===== src/rtl/ddr_cmd_pkg.sv =====
// Purpose: constants for the mode register and command decoder
// Assumes: one 40 MHz clock, synchronous active-high reset
// Notes:   mode field layout, command codes and timing counts
// Summary of operation
// RULE_01: opcode bit 3 selects sequential or interleaved
// RULE_02: latency 2 or 2.5 clocks legal
// RULE_03: first read data at edge n plus m
// RULE_04: burst order by length, type, start column
// RULE_05: bursts wrap inside aligned burst-length block
// RULE_06: opcode bits 7-12 zero selects normal mode
// RULE_07: opcode bit 8 alone starts DLL reset
// RULE_08: controller follows DLL reset with normal load
// RULE_09: controller avoids other bit 7-12 combinations
// RULE_10: extended register holds DLL enable, drive strength
// RULE_11: controller resets DLL after enabling it
// RULE_12: controller loads registers only when idle
// RULE_13: self refresh exit re-enables the DLL
// RULE_14: controller waits 200 clocks before read
// RULE_15: commands decode from select and strobe pins
// RULE_16: activate gives bank and 13-bit row
// RULE_17: read/write bit 10 requests auto precharge
// RULE_18: burst terminate only on plain read bursts
// RULE_19: precharge bit 10 high closes all banks
// RULE_20: refresh pattern: auto or self by cke
// RULE_21: bank code picks mode or extended register
// RULE_22: output FET control is not supported
// RULE_23: opcode fields: length, type, latency, mode
// RULE_24: command inputs registered one extra clock
// RULE_25: controller programs both registers before access
package ddr_cmd_pkg;

  // ----------------------------------------------------------------
  // field layout
  // ----------------------------------------------------------------
  localparam int ADDR_W     = 13;
  localparam int COL_W      = 12;
  localparam int BL_LSB     = 0;
  localparam int BL_W       = 3;
  localparam int BT_BIT     = 3;
  localparam int CL_LSB     = 4;
  localparam int CL_W       = 3;
  localparam int OPM_LSB    = 7;
  localparam int OPM_W      = 6;
  localparam int DLL_DIS_BIT = 0;
  localparam int DRV_BIT    = 1;
  localparam int AP_BIT     = 10;
  localparam int COL_HI_BIT = 11;

  // ----------------------------------------------------------------
  // encodings
  // ----------------------------------------------------------------
  localparam logic [2:0] BL_2      = 3'h1;
  localparam logic [2:0] BL_4      = 3'h2;
  localparam logic [2:0] BL_8      = 3'h3;
  localparam logic [2:0] CL_2      = 3'h2;
  localparam logic [2:0] CL_25     = 3'h6;
  localparam logic [5:0] OPM_NORM  = 6'h00;
  localparam logic [5:0] OPM_DLLR  = 6'h02;
  localparam logic [1:0] BA_MODE   = 2'h0;
  localparam logic [1:0] BA_EXT    = 2'h1;
  // half-clock latency steps: 2 clocks = 4, 2.5 clocks = 5
  localparam logic [3:0] HLAT_2    = 4'h4;
  localparam logic [3:0] HLAT_25   = 4'h5;
  // reset values of the two registers
  localparam logic [12:0] MODE_RST = 13'h0000;
  localparam logic [12:0] EXT_RST  = 13'h0000;

  // command pattern {ras_n, cas_n, we_n} with chip select low
  localparam logic [2:0] P_LMR  = 3'h0;
  localparam logic [2:0] P_REF  = 3'h1;
  localparam logic [2:0] P_PRE  = 3'h2;
  localparam logic [2:0] P_ACT  = 3'h3;
  localparam logic [2:0] P_WR   = 3'h4;
  localparam logic [2:0] P_RD   = 3'h5;
  localparam logic [2:0] P_BST  = 3'h6;
  localparam logic [2:0] P_NOP  = 3'h7;

  typedef enum logic [3:0] {
    CMD_DESEL, CMD_NOP, CMD_LMR, CMD_AREF, CMD_SREF, CMD_PRE,
    CMD_ACT, CMD_WR, CMD_RD, CMD_BST
  } cmd_type;

  // ----------------------------------------------------------------
  // timing
  // ----------------------------------------------------------------
  localparam int DLL_LOCK_CLK = 200;
  localparam logic [7:0] DLL_LOCK_CNT = 8'(DLL_LOCK_CLK);
  localparam logic [3:0] BEAT_ONE = 4'h1;

endpackage


===== src/rtl/ddr_cmd_decode.sv =====
// Purpose: command decode and mode registers of a DDR memory
// Assumes: inputs synchronous to clk_i, cke_i sampled per edge
// Notes:   commands are registered then applied one clock later;
//          burst beat column index runs one beat per clock
module ddr_cmd_decode
  import ddr_cmd_pkg::*;
(
  input  wire logic              clk_i,
  input  wire logic              rst_i,
  input  wire logic              cke_i,
  input  wire logic              cs_n_i,
  input  wire logic              ras_n_i,
  input  wire logic              cas_n_i,
  input  wire logic              we_n_i,
  input  wire logic [1:0]        ba_i,
  input  wire logic [ADDR_W-1:0] addr_i,
  output logic [3:0]             cmd_o,
  output logic                   illegal_o,
  output logic                   act_o,
  output logic [1:0]             act_bank_o,
  output logic [ADDR_W-1:0]      act_row_o,
  output logic                   pre_o,
  output logic [3:0]             pre_banks_o,
  output logic                   aref_o,
  output logic                   self_ref_o,
  output logic                   burst_o,
  output logic                   burst_wr_o,
  output logic                   auto_pre_o,
  output logic [1:0]             burst_bank_o,
  output logic [COL_W-1:0]       burst_col_o,
  output logic                   rd_data_o,
  output logic                   rd_half_o,
  output logic [2:0]             burst_len_o,
  output logic                   interleave_o,
  output logic [2:0]             latency_o,
  output logic [5:0]             op_mode_o,
  output logic                   dll_enable_o,
  output logic                   drive_weak_o,
  output logic                   dll_reset_o,
  output logic                   dll_ready_o,
  output logic                   bad_mode_o
);

  // ----------------------------------------------------------------
  // state
  // ----------------------------------------------------------------
  typedef struct packed {
    logic              in_cs_n;
    logic              in_ras_n;
    logic              in_cas_n;
    logic              in_we_n;
    logic              in_cke;
    logic [1:0]        in_ba;
    logic [ADDR_W-1:0] in_addr;
    logic [3:0]        cmd;
    logic              illegal;
    logic              act;
    logic [1:0]        act_bank;
    logic [ADDR_W-1:0] act_row;
    logic              pre;
    logic [3:0]        pre_banks;
    logic              aref;
    logic              self_ref;
    logic [12:0]       mode;
    logic [12:0]       ext;
    logic              dll_reset;
    logic [7:0]        lock_cnt;
    logic              dll_ready;
    logic              bad_mode;
    logic              burst;
    logic              burst_wr;
    logic              auto_pre;
    logic [1:0]        burst_bank;
    logic [COL_W-1:0]  base_col;
    logic [3:0]        beat;
    logic [COL_W-1:0]  burst_col;
    logic [3:0]        lat_cnt;
    logic              rd_pend;
    logic [3:0]        rd_beats;
    logic              rd_data;
    logic              rd_half;
  } state_type;

  state_type s_q;
  state_type s_d;

  cmd_type     dec;
  logic [2:0]  pat;
  logic [3:0]  blen;
  logic [2:0]  lowmask;
  logic [2:0]  start;
  logic [2:0]  offs;
  logic [3:0]  hlat;
  logic [3:0]  lat_clk;
  logic [3:0]  nbeat;

  // decoded command on the internally applied (registered) inputs
  always_comb begin
    pat = {s_q.in_ras_n, s_q.in_cas_n, s_q.in_we_n};
    if (s_q.in_cs_n) begin
      dec = CMD_DESEL; // RULE_15
    end else begin
      case (pat)
        P_LMR:   dec = CMD_LMR;
        P_REF:   dec = s_q.in_cke ? CMD_AREF : CMD_SREF; // RULE_20
        P_PRE:   dec = CMD_PRE;
        P_ACT:   dec = CMD_ACT;
        P_WR:    dec = CMD_WR;
        P_RD:    dec = CMD_RD;
        P_BST:   dec = CMD_BST;
        P_NOP:   dec = CMD_NOP;
        default: dec = CMD_NOP;
      endcase
    end
  end

  // burst length, wrap mask and read latency from the mode register
  always_comb begin
    case (s_q.mode[BL_LSB +: BL_W]) // RULE_23
      BL_2:    begin blen = 4'h2; lowmask = 3'h1; end
      BL_4:    begin blen = 4'h4; lowmask = 3'h3; end
      BL_8:    begin blen = 4'h8; lowmask = 3'h7; end
      default: begin blen = 4'h2; lowmask = 3'h1; end
    endcase
    case (s_q.mode[CL_LSB +: CL_W]) // RULE_02
      CL_25:   hlat = HLAT_25;
      default: hlat = HLAT_2;
    endcase
    lat_clk = {1'b0, hlat[3:1]};
    start = s_q.base_col[2:0] & lowmask;
    // offset of the beat that follows the one now shown
    nbeat = s_q.beat + BEAT_ONE;
    // RULE_01 RULE_04
    if (s_q.mode[BT_BIT])
      offs = (start ^ nbeat[2:0]) & lowmask;
    else
      offs = (start + nbeat[2:0]) & lowmask;
  end

  // ----------------------------------------------------------------
  // next state
  // ----------------------------------------------------------------
  always_comb begin
    s_d = s_q;
    // capture inputs, apply next clock
    s_d.in_cs_n  = cs_n_i; // RULE_24
    s_d.in_ras_n = ras_n_i;
    s_d.in_cas_n = cas_n_i;
    s_d.in_we_n  = we_n_i;
    s_d.in_cke   = cke_i;
    s_d.in_ba    = ba_i;
    s_d.in_addr  = addr_i;
    s_d.cmd      = 4'(dec);
    s_d.act      = 1'b0;
    s_d.pre      = 1'b0;
    s_d.aref     = 1'b0;
    s_d.illegal  = 1'b0;
    s_d.dll_reset = 1'b0;
    s_d.rd_data  = 1'b0;
    s_d.rd_half  = 1'b0;

    // lock count runs first so a reload below always wins
    if (s_q.lock_cnt != 8'h00 && s_q.in_cke)
      s_d.lock_cnt = s_q.lock_cnt - 8'h01;
    // self refresh held while cke low; exit re-enables the DLL
    if (s_q.self_ref && s_q.in_cke) begin
      s_d.self_ref = 1'b0;
      s_d.ext[DLL_DIS_BIT] = 1'b0; // RULE_13
      s_d.lock_cnt = DLL_LOCK_CNT;
    end

    // burst column walk, wrapping in the block
    if (s_q.burst) begin
      s_d.burst_col = {s_q.base_col[COL_W-1:3],
                       (s_q.base_col[2:0] & ~lowmask) | offs}; // RULE_05
      s_d.beat = s_q.beat + BEAT_ONE;
      if (s_q.beat == blen - BEAT_ONE)
        s_d.burst = 1'b0;
    end

    // read data window: first beat lands n+m clocks after the read
    if (s_q.rd_pend) begin
      if (s_q.lat_cnt == BEAT_ONE) begin
        s_d.rd_pend  = 1'b0;
        s_d.rd_data  = 1'b1; // RULE_03
        s_d.rd_half  = hlat[0];
        s_d.rd_beats = (blen >> 1) - BEAT_ONE;
      end else begin
        s_d.lat_cnt = s_q.lat_cnt - BEAT_ONE;
      end
    end else if (s_q.rd_beats != 4'h0) begin
      s_d.rd_data  = 1'b1;
      s_d.rd_half  = hlat[0];
      s_d.rd_beats = s_q.rd_beats - BEAT_ONE;
    end

    case (dec)
      CMD_ACT: begin
        s_d.act      = 1'b1;
        s_d.act_bank = s_q.in_ba; // RULE_16
        s_d.act_row  = s_q.in_addr;
      end
      CMD_PRE: begin
        s_d.pre = 1'b1;
        if (s_q.in_addr[AP_BIT])
          s_d.pre_banks = 4'hF; // RULE_19
        else
          s_d.pre_banks = 4'h1 << s_q.in_ba;
      end
      CMD_AREF: s_d.aref = 1'b1; // RULE_20
      CMD_SREF: s_d.self_ref = 1'b1;
      CMD_RD, CMD_WR: begin
        s_d.burst      = 1'b1;
        s_d.burst_wr   = (dec == CMD_WR);
        s_d.auto_pre   = s_q.in_addr[AP_BIT]; // RULE_17
        s_d.burst_bank = s_q.in_ba;
        s_d.base_col   = {s_q.in_addr[COL_HI_BIT], 1'b0,
                          s_q.in_addr[9:0]};
        s_d.beat       = 4'h0;
        s_d.burst_col  = s_d.base_col;
        s_d.rd_beats   = 4'h0;
        if (dec == CMD_RD) begin
          s_d.rd_pend = 1'b1;
          s_d.lat_cnt = lat_clk;
        end else begin
          s_d.rd_pend = 1'b0;
        end
      end
      CMD_BST: begin
        // only meaningful on reads without auto precharge
        if (!s_q.burst_wr && !s_q.auto_pre) begin // RULE_18
          s_d.burst    = 1'b0;
          s_d.rd_pend  = 1'b0;
          s_d.rd_beats = 4'h0;
        end
      end
      CMD_LMR: begin
        case (s_q.in_ba) // RULE_21
          BA_MODE: begin
            s_d.mode = s_q.in_addr;
            // RULE_06 RULE_07
            if (s_q.in_addr[OPM_LSB +: OPM_W] == OPM_DLLR) begin
              s_d.dll_reset = 1'b1;
              s_d.mode[OPM_LSB +: OPM_W] = OPM_NORM; // bit 8 self-clears
              s_d.lock_cnt = DLL_LOCK_CNT;
            end
            s_d.bad_mode =
              (s_q.in_addr[OPM_LSB +: OPM_W] != OPM_NORM) &&
              (s_q.in_addr[OPM_LSB +: OPM_W] != OPM_DLLR);
          end
          BA_EXT: begin
            // only DLL disable and drive strength are kept
            s_d.ext = 13'h0000; // RULE_22
            s_d.ext[DLL_DIS_BIT] = s_q.in_addr[DLL_DIS_BIT]; // RULE_10
            s_d.ext[DRV_BIT]     = s_q.in_addr[DRV_BIT];
            if (s_q.ext[DLL_DIS_BIT] && !s_q.in_addr[DLL_DIS_BIT])
              s_d.lock_cnt = DLL_LOCK_CNT;
          end
          default: s_d.illegal = 1'b1;
        endcase
      end
      default: ;
    endcase

    if (rst_i) begin
      s_d = '0;
      s_d.in_cs_n  = 1'b1;
      s_d.in_ras_n = 1'b1;
      s_d.in_cas_n = 1'b1;
      s_d.in_we_n  = 1'b1;
      s_d.mode     = MODE_RST;
      s_d.ext      = EXT_RST;
      s_d.lock_cnt = DLL_LOCK_CNT;
    end
    // ready flag kept in a flop so the output needs no decode
    s_d.dll_ready = (s_d.lock_cnt == 8'h00);
  end

  // register the whole state
  always_ff @(posedge clk_i) begin
    s_q <= s_d;
  end

  // ----------------------------------------------------------------
  // outputs
  // ----------------------------------------------------------------
  assign cmd_o        = s_q.cmd;
  assign illegal_o    = s_q.illegal;
  assign act_o        = s_q.act;
  assign act_bank_o   = s_q.act_bank;
  assign act_row_o    = s_q.act_row;
  assign pre_o        = s_q.pre;
  assign pre_banks_o  = s_q.pre_banks;
  assign aref_o       = s_q.aref;
  assign self_ref_o   = s_q.self_ref;
  assign burst_o      = s_q.burst;
  assign burst_wr_o   = s_q.burst_wr;
  assign auto_pre_o   = s_q.auto_pre;
  assign burst_bank_o = s_q.burst_bank;
  assign burst_col_o  = s_q.burst_col;
  assign rd_data_o    = s_q.rd_data;
  assign rd_half_o    = s_q.rd_half;
  assign burst_len_o  = s_q.mode[BL_LSB +: BL_W];
  assign interleave_o = s_q.mode[BT_BIT];
  assign latency_o    = s_q.mode[CL_LSB +: CL_W];
  assign op_mode_o    = s_q.mode[OPM_LSB +: OPM_W];
  assign dll_enable_o = ~s_q.ext[DLL_DIS_BIT];
  assign drive_weak_o = s_q.ext[DRV_BIT];
  assign dll_reset_o  = s_q.dll_reset;
  assign dll_ready_o  = s_q.dll_ready;
  assign bad_mode_o   = s_q.bad_mode;
endmodule


===== config.mk =====
export PLATFORM = sky130hd
export DESIGN_NAME = ddr_cmd_decode
export DESIGN_NICKNAME = d
export VERILOG_FILES = /design/src/rtl/ddr_cmd_pkg.sv /design/src/rtl/ddr_cmd_decode.sv
export SDC_FILE = /design/constraint.sdc
export NUM_CORES = 1
export LEC_CHECK = 0
export BUFFER_PORTS_ARGS = -buffer_cell sky130_fd_sc_hd__buf_4
export CAP_MARGIN = 5
export CORE_ASPECT_RATIO = 2
export CORE_MARGIN = 10
export CORE_UTILIZATION = 58
export DETAILED_ROUTE_END_ITERATION = 7
export GPL_TIMING_DRIVEN = 0
export MAX_ROUTING_LAYER = met4
export PLACE_DENSITY_LB_ADDON = 0.1
export SKIP_LAST_GASP = 1
export SLEW_MARGIN = 20
export SYNTH_ARGS = -nofsm -noshare
export SYNTH_HDL_FRONTEND = slang
export SYNTH_SLANG_ARGS = --single-unit

===== constraint.sdc =====
create_clock -name clk_i -period 3.8 [get_ports clk_i]
set_input_delay 0.19 -clock clk_i [delete_from_list [all_inputs] [get_ports clk_i]]
set_output_delay 0.19 -clock clk_i [all_outputs]
set_load 0.03 [all_outputs]

==> results of run 1 <==
synth_stat cells (all sizes together), types with 2 or more instances:
cell type / instances / area, um^2
nor2: 41 / 161.4
nor4b: 2 / 23.77
ha: 8 / 100.1
a31oi: 2 / 12.51
dfxtp: 116 / 2322
xor2: 5 / 43.79
nand4: 2 / 12.51
inv: 14 / 52.55
o21ai: 5 / 25.02
or3: 4 / 30.03
nor3: 15 / 75.07
nor4: 3 / 31.28
xnor2: 8 / 70.07
a22oi: 2 / 15.01
a21oi: 70 / 350.3
mux2: 9 / 101.4
or4: 2 / 15.01
a211oi: 6 / 45.04
and2: 2 / 12.51
nand2: 106 / 397.9
mux2i: 10 / 100.1
nor2b: 24 / 150.1
nand3: 3 / 15.01
nand2b: 9 / 56.30
or2: 5 / 31.28
clkbuf: 24 / 90.09
nor3b: 2 / 15.01
o311ai: 2 / 17.52
buf: 54 / 392.9
layout make-up:
cell class	count	area [um^2]
clock inverters	9	125.1
flip-flops and latches	116	2322
clock buffers	22	494.2
inverters	14	52.55
plain buffers	78	483.0
multi-input cells	362	2044
repair buffers	96	750.7
well taps	98	122.6
fillers	584	1897
critical path: cells and delay by family, from the launching register on:
| family | cells | cell delay, ns |
|---|---|---|
| buffers and inverters | 1 | 0.21 |
| AOI/OAI and AO/OA | 2 | 0.32 |
| adders and majority gates | 1 | 0.42 |
| DFF | 1 | 0.33 |
| xor gates and xnor gates | 1 | 0.20 |
| muxes | 1 | 0.10 |
| and+or+nand+nor | 3 | 0.53 |
state kept, by name, summed over array words and instances (netlist names), 2 cells and up:
register,count
burst_col_o,11
act_row_o,13
pat,3
cmd_o,4
act_bank_o,2
burst_len_o,3
pre_banks_o,4
s_q,50
latency_o,3
burst_bank_o,2
op_mode_o,6
layout by cell type (no fill, tap or decap), types with 3 or more instances in the layout:
cell / Yosys / routed
or2_2: 5 / 5
or3_1: 3 / 3
dlygate4sd3_1: 0 / 12
a21oi_1: 70 / 70
dfxtp_1: 116 / 116
bufinv_16: 0 / 3
ha_1: 8 / 8
clkinv_2: 0 / 4
clkbuf_16: 0 / 17
inv_1: 14 / 14
xor2_1: 5 / 5
a211oi_1: 6 / 6
o21ai_0: 4 / 4
mux2i_1: 10 / 10
nand2b_1: 9 / 9
nand3_1: 3 / 3
xnor2_1: 8 / 8
nor2_1: 40 / 40
clkbuf_1: 24 / 24
mux2_2: 9 / 9
nor3_1: 15 / 15
nand2_1: 106 / 106
nor2b_1: 24 / 24
clkbuf_8: 0 / 5
buf_4: 50 / 134
layer usage:
| layer | share of wire, % | up-vias |
|---|---|---|
| met5 | 0 | - |
| met3 | 5.6 | 44 |
| met4 | 3.0 | 0 |
| met1 | 36 | 2059 |
| li1 | - | 2075 |
| met2 | 56 | 162 |
worst max-delay path by stage:
stage / to / cells after the start
6_report: burst_col_o[2] / 9
5_1_grt: burst_col_o[2] / 9
4_1_cts: burst_col_o[2] / 9
3_5_place_dp: burst_col_o[2] / 9
3_3_place_gp: burst_col_o[2] / 9
2_1_floorplan: burst_col_o[2] / 9
kinds of logic (layout without fill, tap and decap cells):
kind of cell | Yosys count | after routing
adders and majority gates | 9 | 9
DFF | 116 | 116
and+or+nand+nor | 223 | 223
muxes | 19 | 19
AOI/OAI and AO/OA | 97 | 97
other | 1 | 1
buffers and inverters | 92 | 219
xor gates and xnor gates | 13 | 13
where the power goes:
part / internal, mW / switching, mW
Sequential: 1.27 / 0.0392
Combinational: 0.136 / 0.181
Clock: 1.11 / 0.540
==> key figures, run 1 <==
Run
  • Max-Cap Viols: 0

Route
  • Final WL: 13110 um
  • Antenna-violating nets left: 0
  • Drt first pass iters: 5
  • Vias after detailed routing: 4340
  • Routed length per instance: 16.49 um
  • Vias per inst: 5.459
  • Initial DRC count: 279
  • DRC Markers: 0

Hold path
  • Min-Delay Path Depth: 2
  • Hold EP: s_q[114]
  • Hold crit path type: primary input to flop
  • Worst hold path startpoint: addr_i[5]

Timing
  • Worst-Margin Slew: 0.7480 ns
  • Fin crit share: 59.24%
  • Sum of negative setup slack: 0 ns
  • Final WS setup: 1.549 ns
  • Hold slack: 0.007216 ns
  • Slew HR: 50.13%
  • RSZ-0062 raised after global routing: no
  • Achievable frequency: 444.2 MHz
  • # setup viols final: 0
  • Final hold vios: 0
  • Min cycle time layout: 2.251 ns
  • Clock Skew: 0.007988 ns
  • Pins Over Slew Limit: 0

Power
  • Leak: 2.675 nW
  • Peak supply drop: 0.0004539 V
  • Final Power: 3.271 mW
  • PwrDens: 511.5 nW/um^2

Logic synthesis
  • EDFF count, synth: 0
  • Simple-Gate Fraction of Synth Area: 21.54%
  • Post-Syn Nets: 601
  • Main combinational cell family by area after synthesis: simple AND/OR/NAND/NOR gates
  • Yosys reg bits: 116
  • Synth Area per Inst: 8.600 um^2
  • Post-synthesis adder-cell area fraction: 2.450%
  • Synth Area in Compound Gates: 11.20%
  • Library cells used by synthesis: 52
  • Seq/Total Area, Yosys: 47.37%
  • Post-Synth XOR/XNOR Area: 2.323%
  • Synth Flop Type: dfxtp_1
  • Post-synthesis mux area share: 4.109%
  • Yosys warns: 0
  • Cell area after synthesis: 4902 um^2
  • Post-synth ARST share: 0%
  • Synthesized instance count: 570

Floorplan
  • Core region area: 8292 um^2
  • Rows: 47
  • Ports: 87
  • Die area: 12750 um^2
  • Starting density of the core: 59.12%
  • Chip width: 85.01 um
  • Die Y: 150.0 um

Critical path
  • R2R depth: 9
  • Crit-path max cell delay: 0.42 ns
  • Critical Path AT: 2.53 ns
  • Slowest cell on the critical path: fa_1
  • Worst setup SP type: flop
  • R2R Path Start: burst_len_o[1]
  • RR Endpoint: burst_col_o[2]
  • Cell mode on critical path: nor2b_1
  • Worst Setup SP: burst_len_o[1]
  • Worst R2R Setup Slack: 1.55 ns
  • Worst Path Required: 4.07 ns
  • Crit path max fanout: 9
  • Worst-path cell chain: nor2b_1 > clkbuf_1 > and2_1 > fa_1 > nor2b_1 > xnor2_1 > mux2i_1 > o31ai_1 > a21oi_1
  • Crit path kind: flop to flop
  • CP endpoint kind: flop

CTS
  • Post CTS Setup Buffer Count: 0
  • Post-cts resize count: 0
  • Clock Tree Buf Depth: 2
  • Clock Tree Root: clkbuf_16
  • Num Clock Sinks: 116
  • Later-pin clock latency in the skew report: 0.41 ns
  • CTS tree: done
  • Clock-pin transition on the worst setup and hold timing paths: 0.05 ns
  • Hold_buf cts: 12
  • H-tree levels: 4
  • CTS buffer count: 17

Layout
  • Final nets: 716
  • Final non-filler cell total: 795
  • Final core occ: 77.12%
  • Cell area after layout: 6395 um^2
  • N_diodes: 0
  • Syn-to-layout area delta: 30.45%
  • Layout cell share with drive strength beyond 1: 26.83%

Global route
  • Total GRT Usage: 20.73%
  • Met2 usage: 37.88%
  • Largest net degree at the start of global routing: 17
  • Congestion Overflow GR: 0
  • Global-route wire length before repair: 20980 um
  • Met3 Track Usage GR: 4.899%
  • Grt met1 use: 19.69%
  • Vias in the first global route: 4455
  • GR peak layer: met2
  • Initial antenna violation count: 0

Placed design
  • Dpl ws: 1.564 ns
  • Placed Instances: 752
  • Port bufs: 84
  • GP Congestion: 0.8666
  • Placement Cell Area: 5655 um^2
  • DP HPWL: 9563 um

Status
  • Status: complete, no violations
No activity file was read; power rests on OpenSTA's default activity.
==> run 2, diff against run 1 <==
Settings changed: CORE_UTILIZATION 58 to 50.
Clock period 3.8 ns to 1.97 ns, I/O delays scaled along.
==> key figures, run 2 (synthesis results as in run 1) <==
Critical path
  • Crit path max fanout: 4 (was 9)
  • CP endpoint kind: flop (unchanged)
  • Worst setup SP type: flop (unchanged)
  • Worst Path Required: 2.30 ns (was 4.07 ns)
  • Buf/Inv on CP: 2 (was 1)
  • Worst R2R Setup Slack: -0.03 ns (was 1.55 ns)
  • Cell family with most CP delay: simple AND/OR/NAND/NOR gates (unchanged)
  • Crit path kind: flop to flop (unchanged)
  • Critical Path AT: 2.33 ns (was 2.53 ns)
  • Slowest cell on the critical path: or4b_4 (was fa_1)
  • Crit-path max cell delay: 0.48 ns (was 0.42 ns)
  • Worst-path cell chain: inv_4 > ha_4 > or4b_4 > buf_6 > nor2_4 > xnor2_2 > a32oi_2 > nor4b_2 (was nor2b_1 > clkbuf_1 > and2_1 > fa_1 > nor2b_1 > xnor2_1 > mux2i_1 > o31ai_1 > a21oi_1)

Timing
  • # setup viols final: 1 (was 0)
  • Clock Skew: 0.006746 ns (was 0.007988 ns)
  • Pins Over Slew Limit: 0 (unchanged)
  • Min cycle time layout: 2.000 ns (was 2.251 ns)
  • Achievable frequency: 500.1 MHz (was 444.2 MHz)
  • Final hold vios: 0 (unchanged)
  • Slew HR: 55.36% (was 50.13%)
  • RSZ-0062 raised after global routing: yes (was no)
  • Fin crit share: 101.5% (was 59.24%)
  • Final WS setup: -0.02980 ns (was 1.549 ns)
  • Hold slack: 0.2340 ns (was 0.007216 ns)
  • Worst-Margin Slew: 0.6697 ns (was 0.7480 ns)
  • Sum of negative setup slack: -0.02980 ns (was 0 ns)

Layout
  • Multi-input gate area: 2157 um^2 (was 2044 um^2)
  • Fillcell total: 772 (was 584)
  • Layout cell share with drive strength beyond 1: 31.32% (was 26.83%)
  • Max reg flops: 50 (unchanged)
  • N_diodes: 0 (unchanged)
  • Most frequent cells in the layout: buf_4 (142), dfxtp_1 (110), nand2_1 (106) (was buf_4 (134), dfxtp_1 (116), nand2_1 (106))
  • Syn-to-layout area delta: 37.03% (was 30.45%)
  • Final nets: 732 (was 716)
  • Seq. cell area: 2335 um^2 (was 2322 um^2)
  • Final non-filler cell total: 844 (was 795)
  • Most common cell after layout, fill and taps aside: buf_4 (unchanged)
  • Final core occ: 69.72% (was 77.12%)
  • Reg with most FFs: s_q (unchanged)

Route
  • Antenna-violating nets left: 0 (unchanged)
  • Drt first pass iters: 4 (was 5)
  • Routed length per instance: 15.67 um (was 16.49 um)
  • Initial DRC count: 218 (was 279)
  • Final WL: 13220 um (was 13110 um)
  • Vias after detailed routing: 4229 (was 4340)
  • Vias per inst: 5.011 (was 5.459)
  • DRC Markers: 0 (unchanged)

Global route
  • Global-route wire length before repair: 21220 um (was 20980 um)
  • Total GRT Usage: 18.72% (was 20.73%)
  • Grt met1 use: 17.78% (was 19.69%)
  • Congestion Overflow GR: 0 (unchanged)
  • Met2 usage: 33.43% (was 37.88%)
  • Initial antenna violation count: 0 (unchanged)
  • Met3 Track Usage GR: 4.742% (was 4.899%)
  • Vias in the first global route: 4371 (was 4455)
  • Largest net degree at the start of global routing: 17 (unchanged)
  • GR peak layer: met2 (unchanged)

Floorplan
  • Die Y: 160.0 um (was 150.0 um)
  • Die area: 14410 um^2 (was 12750 um^2)
  • Chip width: 90.02 um (was 85.01 um)
  • Starting density of the core: 50.88% (was 59.12%)
  • Ports: 87 (unchanged)
  • Rows: 51 (was 47)
  • Core region area: 9635 um^2 (was 8292 um^2)

Run
  • Max-Cap Viols: 0 (unchanged)

CTS
  • CTS tree: done (unchanged)
  • Later-pin clock latency in the skew report: 0.41 ns (about the same)
  • H-tree levels: 4 (unchanged)
  • CTS buffer count: 17 (unchanged)
  • Clock-pin transition on the worst setup and hold timing paths: 0.05 ns (about the same)
  • Clock Tree Root: clkbuf_16 (unchanged)
  • Clock Tree Buf Depth: 2 (unchanged)
  • Num Clock Sinks: 116 (unchanged)

Power
  • Seq pwr share: 39.5% (was 39.9%)
  • Leak: 2.787 nW (was 2.675 nW)
  • Sw Pwr: 1.486 mW (was 0.7596 mW)
  • Switch share: 23.36% (was 23.22%)
  • Final Power: 6.363 mW (was 3.271 mW)
  • Peak supply drop: 0.0007976 V (was 0.0004539 V)
  • PwrDens: 947.2 nW/um^2 (was 511.5 nW/um^2)
  • Logic pwr share: 10.4% (was 9.7%)
  • Clock power frac: 50.1% (was 50.4%)
  • Int Pwr: 4.877 mW (was 2.511 mW)

Placed design
  • GP Congestion: 0.8946 (was 0.8666)
  • Placed Instances: 786 (was 752)
  • Port bufs: 84 (unchanged)
  • DP HPWL: 9451 um (was 9563 um)

Hold path
  • Hold crit path type: primary input to flop (unchanged)

Status
  • Failing checks: negative setup slack
  • Status: complete, but fails checks (was complete, no violations)
==> run 2: cell types whose count changed in the layout (fill, tap and decap cells not counted), sizes merged <==
cell	delta
dlygate4sd3	+8
clkinv	-1
buf	+8
==> run 2: routing by layer <==
layer | share of wire [%] | routed length (um)
met3 | 4.1 | 538
met2 | 55 | 7281
met4 | 2.7 | 354
met1 | 38 | 5049
met5 | 0 | 0
==> run 2: layout make-up <==
type / count / area share (%)
inverters: 14 / 0.8195
flip-flops and latches: 116 / 34.76
well taps: 132 / 2.459
plain buffers: 77 / 7.227
multi-input cells: 362 / 32.11
clock inverters: 8 / 1.844
repair buffers: 113 / 13.43
clock buffers: 22 / 7.357
==> run 2: worst paths after layout <==
path,from,to,cells after the start
worst max-delay path,s_q[46],dll_ready_o,8
worst min-delay path,rst_i,cmd_o[1],2
worst max register to register,s_q[46],dll_ready_o,8
worst min register to register,s_q[32],s_q[32],2
==> run 2: stage by stage <==
| step | setup WS, ns | area [um^2] |
|---|---|---|
| finish | -0.02980 | 6718 |
| global route | -0.1280 | 6718 |
| global placement | -0.1808 | 5702 |
| floorplan | 0.003912 | 4906 |
| detailed placement | -0.2139 | 5702 |
| CTS | -0.01120 | 6658 |
==> run 2: what timing repair did <==
item	4_1_cts	5_1_grt
setup buffers	8	1
pin swaps	6	6
endpoints found under the hold margin	20	0
setup endpoints to repair	5	43
hold buffers	20	0
gates resized for setup	19	21
cloned	0	0
==> run 2: power groups by stage <==
| stage | Clock (mW) | Sequential [mW] | Combinational, mW |
|---|---|---|---|
| floorplan | 0 | 2.56 | 0.392 |
| global placement | 0 | 2.56 | 0.563 |
| detailed placement | 0 | 2.56 | 0.580 |
| CTS | 3.22 | 2.52 | 0.650 |
| global route | 3.32 | 2.53 | 0.722 |
| finish | 3.19 | 2.52 | 0.660 |
==> run 3, diff against run 2 <==
Settings changed: ABC_AREA set to 1, CORE_UTILIZATION 50 to 32.
==> key figures, run 3 <==
CTS
  • Clock Tree Buf Depth: 2 (unchanged)
  • Clock Tree Root: clkbuf_16 (unchanged)
  • Num Clock Sinks: 116 (unchanged)
  • Clock-pin transition on the worst setup and hold timing paths: 0.05 ns (about the same)
  • CTS buffer count: 17 (unchanged)
  • Later-pin clock latency in the skew report: 0.41 ns (about the same)
  • CTS tree: done (unchanged)
  • H-tree levels: 4 (unchanged)

Logic synthesis
  • Top cells by count, synth: dfxtp_1 (116), nand2_1 (94), nor2_1 (84) (was dfxtp_1 (116), nand2_1 (106), a21oi_1 (70))
  • EDFF count, synth: 0 (unchanged)
  • Post-Syn Nets: 693 (was 601)
  • Yosys warns: 0 (unchanged)
  • Post-synth ARST share: 0% (unchanged)
  • Area leader, netlist: dfxtp_1 (unchanged)
  • Synth Area per Inst: 7.760 um^2 (was 8.600 um^2)
  • Library cells used by synthesis: 46 (was 52)
  • Synth area leaders: dfxtp_1 (45%), buf_4 (7.5%), nand2_1 (6.9%) (was dfxtp_1 (47%), nand2_1 (8.1%), buf_4 (7.7%))
  • Count leader, synth: dfxtp_1 (unchanged)
  • Area fraction of the dominant cell type after synthesis: 45.20% (was 47.37%)
  • Synth Flop Type: dfxtp_1 (unchanged)
  • Synthesized instance count: 662 (was 570)
  • Cell area after synthesis: 5137 um^2 (was 4902 um^2)
  • Yosys reg bits: 116 (unchanged)
  • Seq/Total Area, Yosys: 45.20% (was 47.37%)

Critical path
  • Cell mode on critical path: nand2_1
  • Critical Path AT: 2.24 ns (was 2.33 ns)
  • Worst Path Required: 2.31 ns (was 2.30 ns)
  • Crit-path max cell delay: 0.42 ns (was 0.48 ns)
  • Worst-path cell chain: ha_2 > fa_1 > nand2_1 > nand2_1 > a21o_1 > nand3_1 > nand3_1 > o21ai_1 > nand2_1 > nand2_1 (was inv_4 > ha_4 > or4b_4 > buf_6 > nor2_4 > xnor2_2 > a32oi_2 > nor4b_2)
  • Critical path depth: 10 (was 8)
  • Buf/Inv on CP: 0 (was 2)
  • Crit path max fanout: 3 (was 4)
  • R2R depth: 10 (was 8)
  • Cell family with most CP delay: adder cells (was simple AND/OR/NAND/NOR gates)
  • Slowest cell on the critical path: fa_1 (was or4b_4)
  • CP endpoint kind: flop (unchanged)
  • Worst setup SP type: flop (unchanged)
  • Crit path kind: flop to flop (unchanged)

Power
  • PwrDens: 930.6 nW/um^2 (was 947.2 nW/um^2)
  • Switch share: 24.54% (was 23.36%)
  • Int Pwr: 4.825 mW (was 4.877 mW)
  • Clock power frac: 48.9% (was 50.1%)
  • Logic pwr share: 11.6% (was 10.4%)
  • Peak supply drop: 0.0004666 V (was 0.0007976 V)
  • Leak: 3.171 nW (was 2.787 nW)
  • Seq pwr share: 39.5% (about the same)
  • Sw Pwr: 1.569 mW (was 1.486 mW)

Run
  • Max-Cap Viols: 0 (unchanged)

Floorplan
  • Rows: 65 (was 51)
  • Die Y: 199.2 um (was 160.0 um)
  • Chip width: 109.6 um (was 90.02 um)
  • Ports: 87 (unchanged)
  • Starting density of the core: 32.56% (was 50.88%)
  • Die area: 21830 um^2 (was 14410 um^2)
  • Core region area: 15780 um^2 (was 9635 um^2)

Placed design
  • GP Congestion: 0.8043 (was 0.8946)
  • Placement Cell Area: 6027 um^2 (was 5702 um^2)
  • DP HPWL: 11500 um (was 9451 um)
  • Placed Instances: 948 (was 786)
  • Port bufs: 85 (was 84)

Layout
  • Final non-filler cell total: 1000 (was 844)
  • Cell area after layout: 6870 um^2 (was 6718 um^2)
  • N_diodes: 0 (unchanged)
  • Syn-to-layout area delta: 33.73% (was 37.03%)
  • Fillcell total: 1688 (was 772)
  • Layout cell share with drive strength beyond 1: 26.41% (was 31.32%)
  • Max reg flops: 50 (unchanged)
  • Most frequent cells in the layout: buf_4 (138), dfxtp_1 (115), nand2_1 (92) (was buf_4 (142), dfxtp_1 (110), nand2_1 (106))
  • Most common cell after layout, fill and taps aside: buf_4 (unchanged)
  • Final nets: 819 (was 732)
  • Reg with most FFs: s_q (unchanged)

Route
  • Antenna-violating nets left: 0 (unchanged)
  • Initial DRC count: 189 (was 218)
  • Vias after detailed routing: 4566 (was 4229)
  • Drt first pass iters: 4 (unchanged)
  • Final WL: 14980 um (was 13220 um)
  • Vias per inst: 4.566 (was 5.011)
  • DRC Markers: 0 (unchanged)
  • Routed length per instance: 14.98 um (was 15.67 um)

Global route
  • Vias in the first global route: 4861 (was 4371)
  • Total GRT Usage: 14.68% (was 18.72%)
  • Global-route wire length before repair: 24140 um (was 21220 um)
  • Initial antenna violation count: 0 (unchanged)
  • Largest net degree at the start of global routing: 17 (unchanged)
  • Congestion Overflow GR: 0 (unchanged)

Hold path
  • Min-Delay Path Depth: 5 (was 2)
  • Hold crit path type: primary input to flop (unchanged)

Timing
  • Final hold vios: 0 (unchanged)
  • Sum of negative setup slack: 0 ns (was -0.02980 ns)
  • Min cycle time layout: 1.893 ns (was 2.000 ns)
  • # setup viols final: 0 (was 1)
  • Fin crit share: 96.10% (was 101.5%)
  • Slew HR: 56.64% (was 55.36%)
  • Clock Skew: 0.006918 ns (was 0.006746 ns)
  • Worst-Margin Slew: 0.6504 ns (was 0.6697 ns)
  • Pins Over Slew Limit: 0 (unchanged)
  • Achievable frequency: 528.2 MHz (was 500.1 MHz)
  • RSZ-0062 raised after global routing: yes (unchanged)

Status
  • Status: complete, no violations (was complete, but fails checks)
==> run 3: cell types whose count changed after synthesis, sizes merged, moves of 9 or more <==
cell	before	now
clkbuf	24	11
inv	14	82
mux2	9	0
mux2i	10	0
nand2b	9	0
nand3	3	39
nor2	41	88
nor2b	24	0
o21ai	5	58
==> run 3: timing repair <==
item	4_1_cts	5_1_grt
gates resized for setup	1	8
hold buffers	20	0
endpoints found under the hold margin	20	0
setup buffers	0	2
setup endpoints to repair	1	10
==> run 3: worst min-delay path, delay by kind of cell <==
kind	cells	cell delay, ns
buffers and inverters	3	0.24
and+or+nand+nor	2	0.17
==> run 3: logic make-up after synthesis <==
family / count (synthesis) / share of synthesized area, %
fa+ha+maj: 9 / 2.338
xor+xnor: 8 / 1.364
buf+inv: 150 / 15.32
flops: 116 / 45.20
compound gates: 130 / 14.27
other cells: 1 / 0.07299
simple gates: 248 / 21.43
==> run 3: power by group through the flow <==
| stage | combinational [mW] | sequential, mW | clock, mW |
|---|---|---|---|
| 3_3_place_gp | 0.692 | 2.57 | 0 |
| 3_5_place_dp | 0.702 | 2.57 | 0 |
| 4_1_cts | 0.742 | 2.52 | 3.19 |
| 2_1_floorplan | 0.494 | 2.57 | 0 |
| 5_1_grt | 0.838 | 2.54 | 3.31 |
| 6_report | 0.739 | 2.53 | 3.13 |
==> run 3: per-layer routing <==
layer	up-vias	global-route usage, %	routed length [um]
met5	-	-	0
met4	0	6.105	358
met3	22	3.291	393
met2	86	27.14	8535
met1	2134	14.07	5689
li1	2324	-	-
==> run 3: final cells by class <==
| cell class | count | area (um^2) | area share (%) |
|---|---|---|---|
| Clock inverter | 8 | 126.4 | 1.839 |
| Tap cell | 201 | 251.5 | 3.661 |
| Buffer | 68 | 479.2 | 6.975 |
| Sequential cell | 116 | 2323 | 33.82 |
| Clock buffer | 22 | 474.2 | 6.902 |
| Multi-Input combinational cell | 396 | 2054 | 29.90 |
| Timing Repair Buffer | 107 | 853.3 | 12.42 |
| Inverter | 82 | 307.8 | 4.480 |
==> run 3: path summary, 6_finish.rpt <==
path | slack [ns] | startpoint | to
min | 0.16 | rst_i | s_q[52]
min reg2reg | 0.45 | pre_banks_o[2] | pre_banks_o[2]
max | 0.08 | s_q[23] | burst_col_o[2]
max reg2reg | 0.08 | s_q[23] | burst_col_o[2]
==> run 3: through the flow <==
step / power (mW) / util (%) / hold slack [ns] / worst slack (ns)
global placement: 3.264 / 38.20 / 0.2967 / 0.03540
CTS: 6.456 / 43.29 / 0.1457 / 0.03932
detailed placement: 3.276 / 38.20 / 0.2998 / 0.01189
finish: 6.394 / 43.54 / 0.1580 / 0.07692
floorplan: 3.066 / - / 0.2023 / 0.2264
global route: 6.690 / 43.54 / 0.1711 / -0.06354
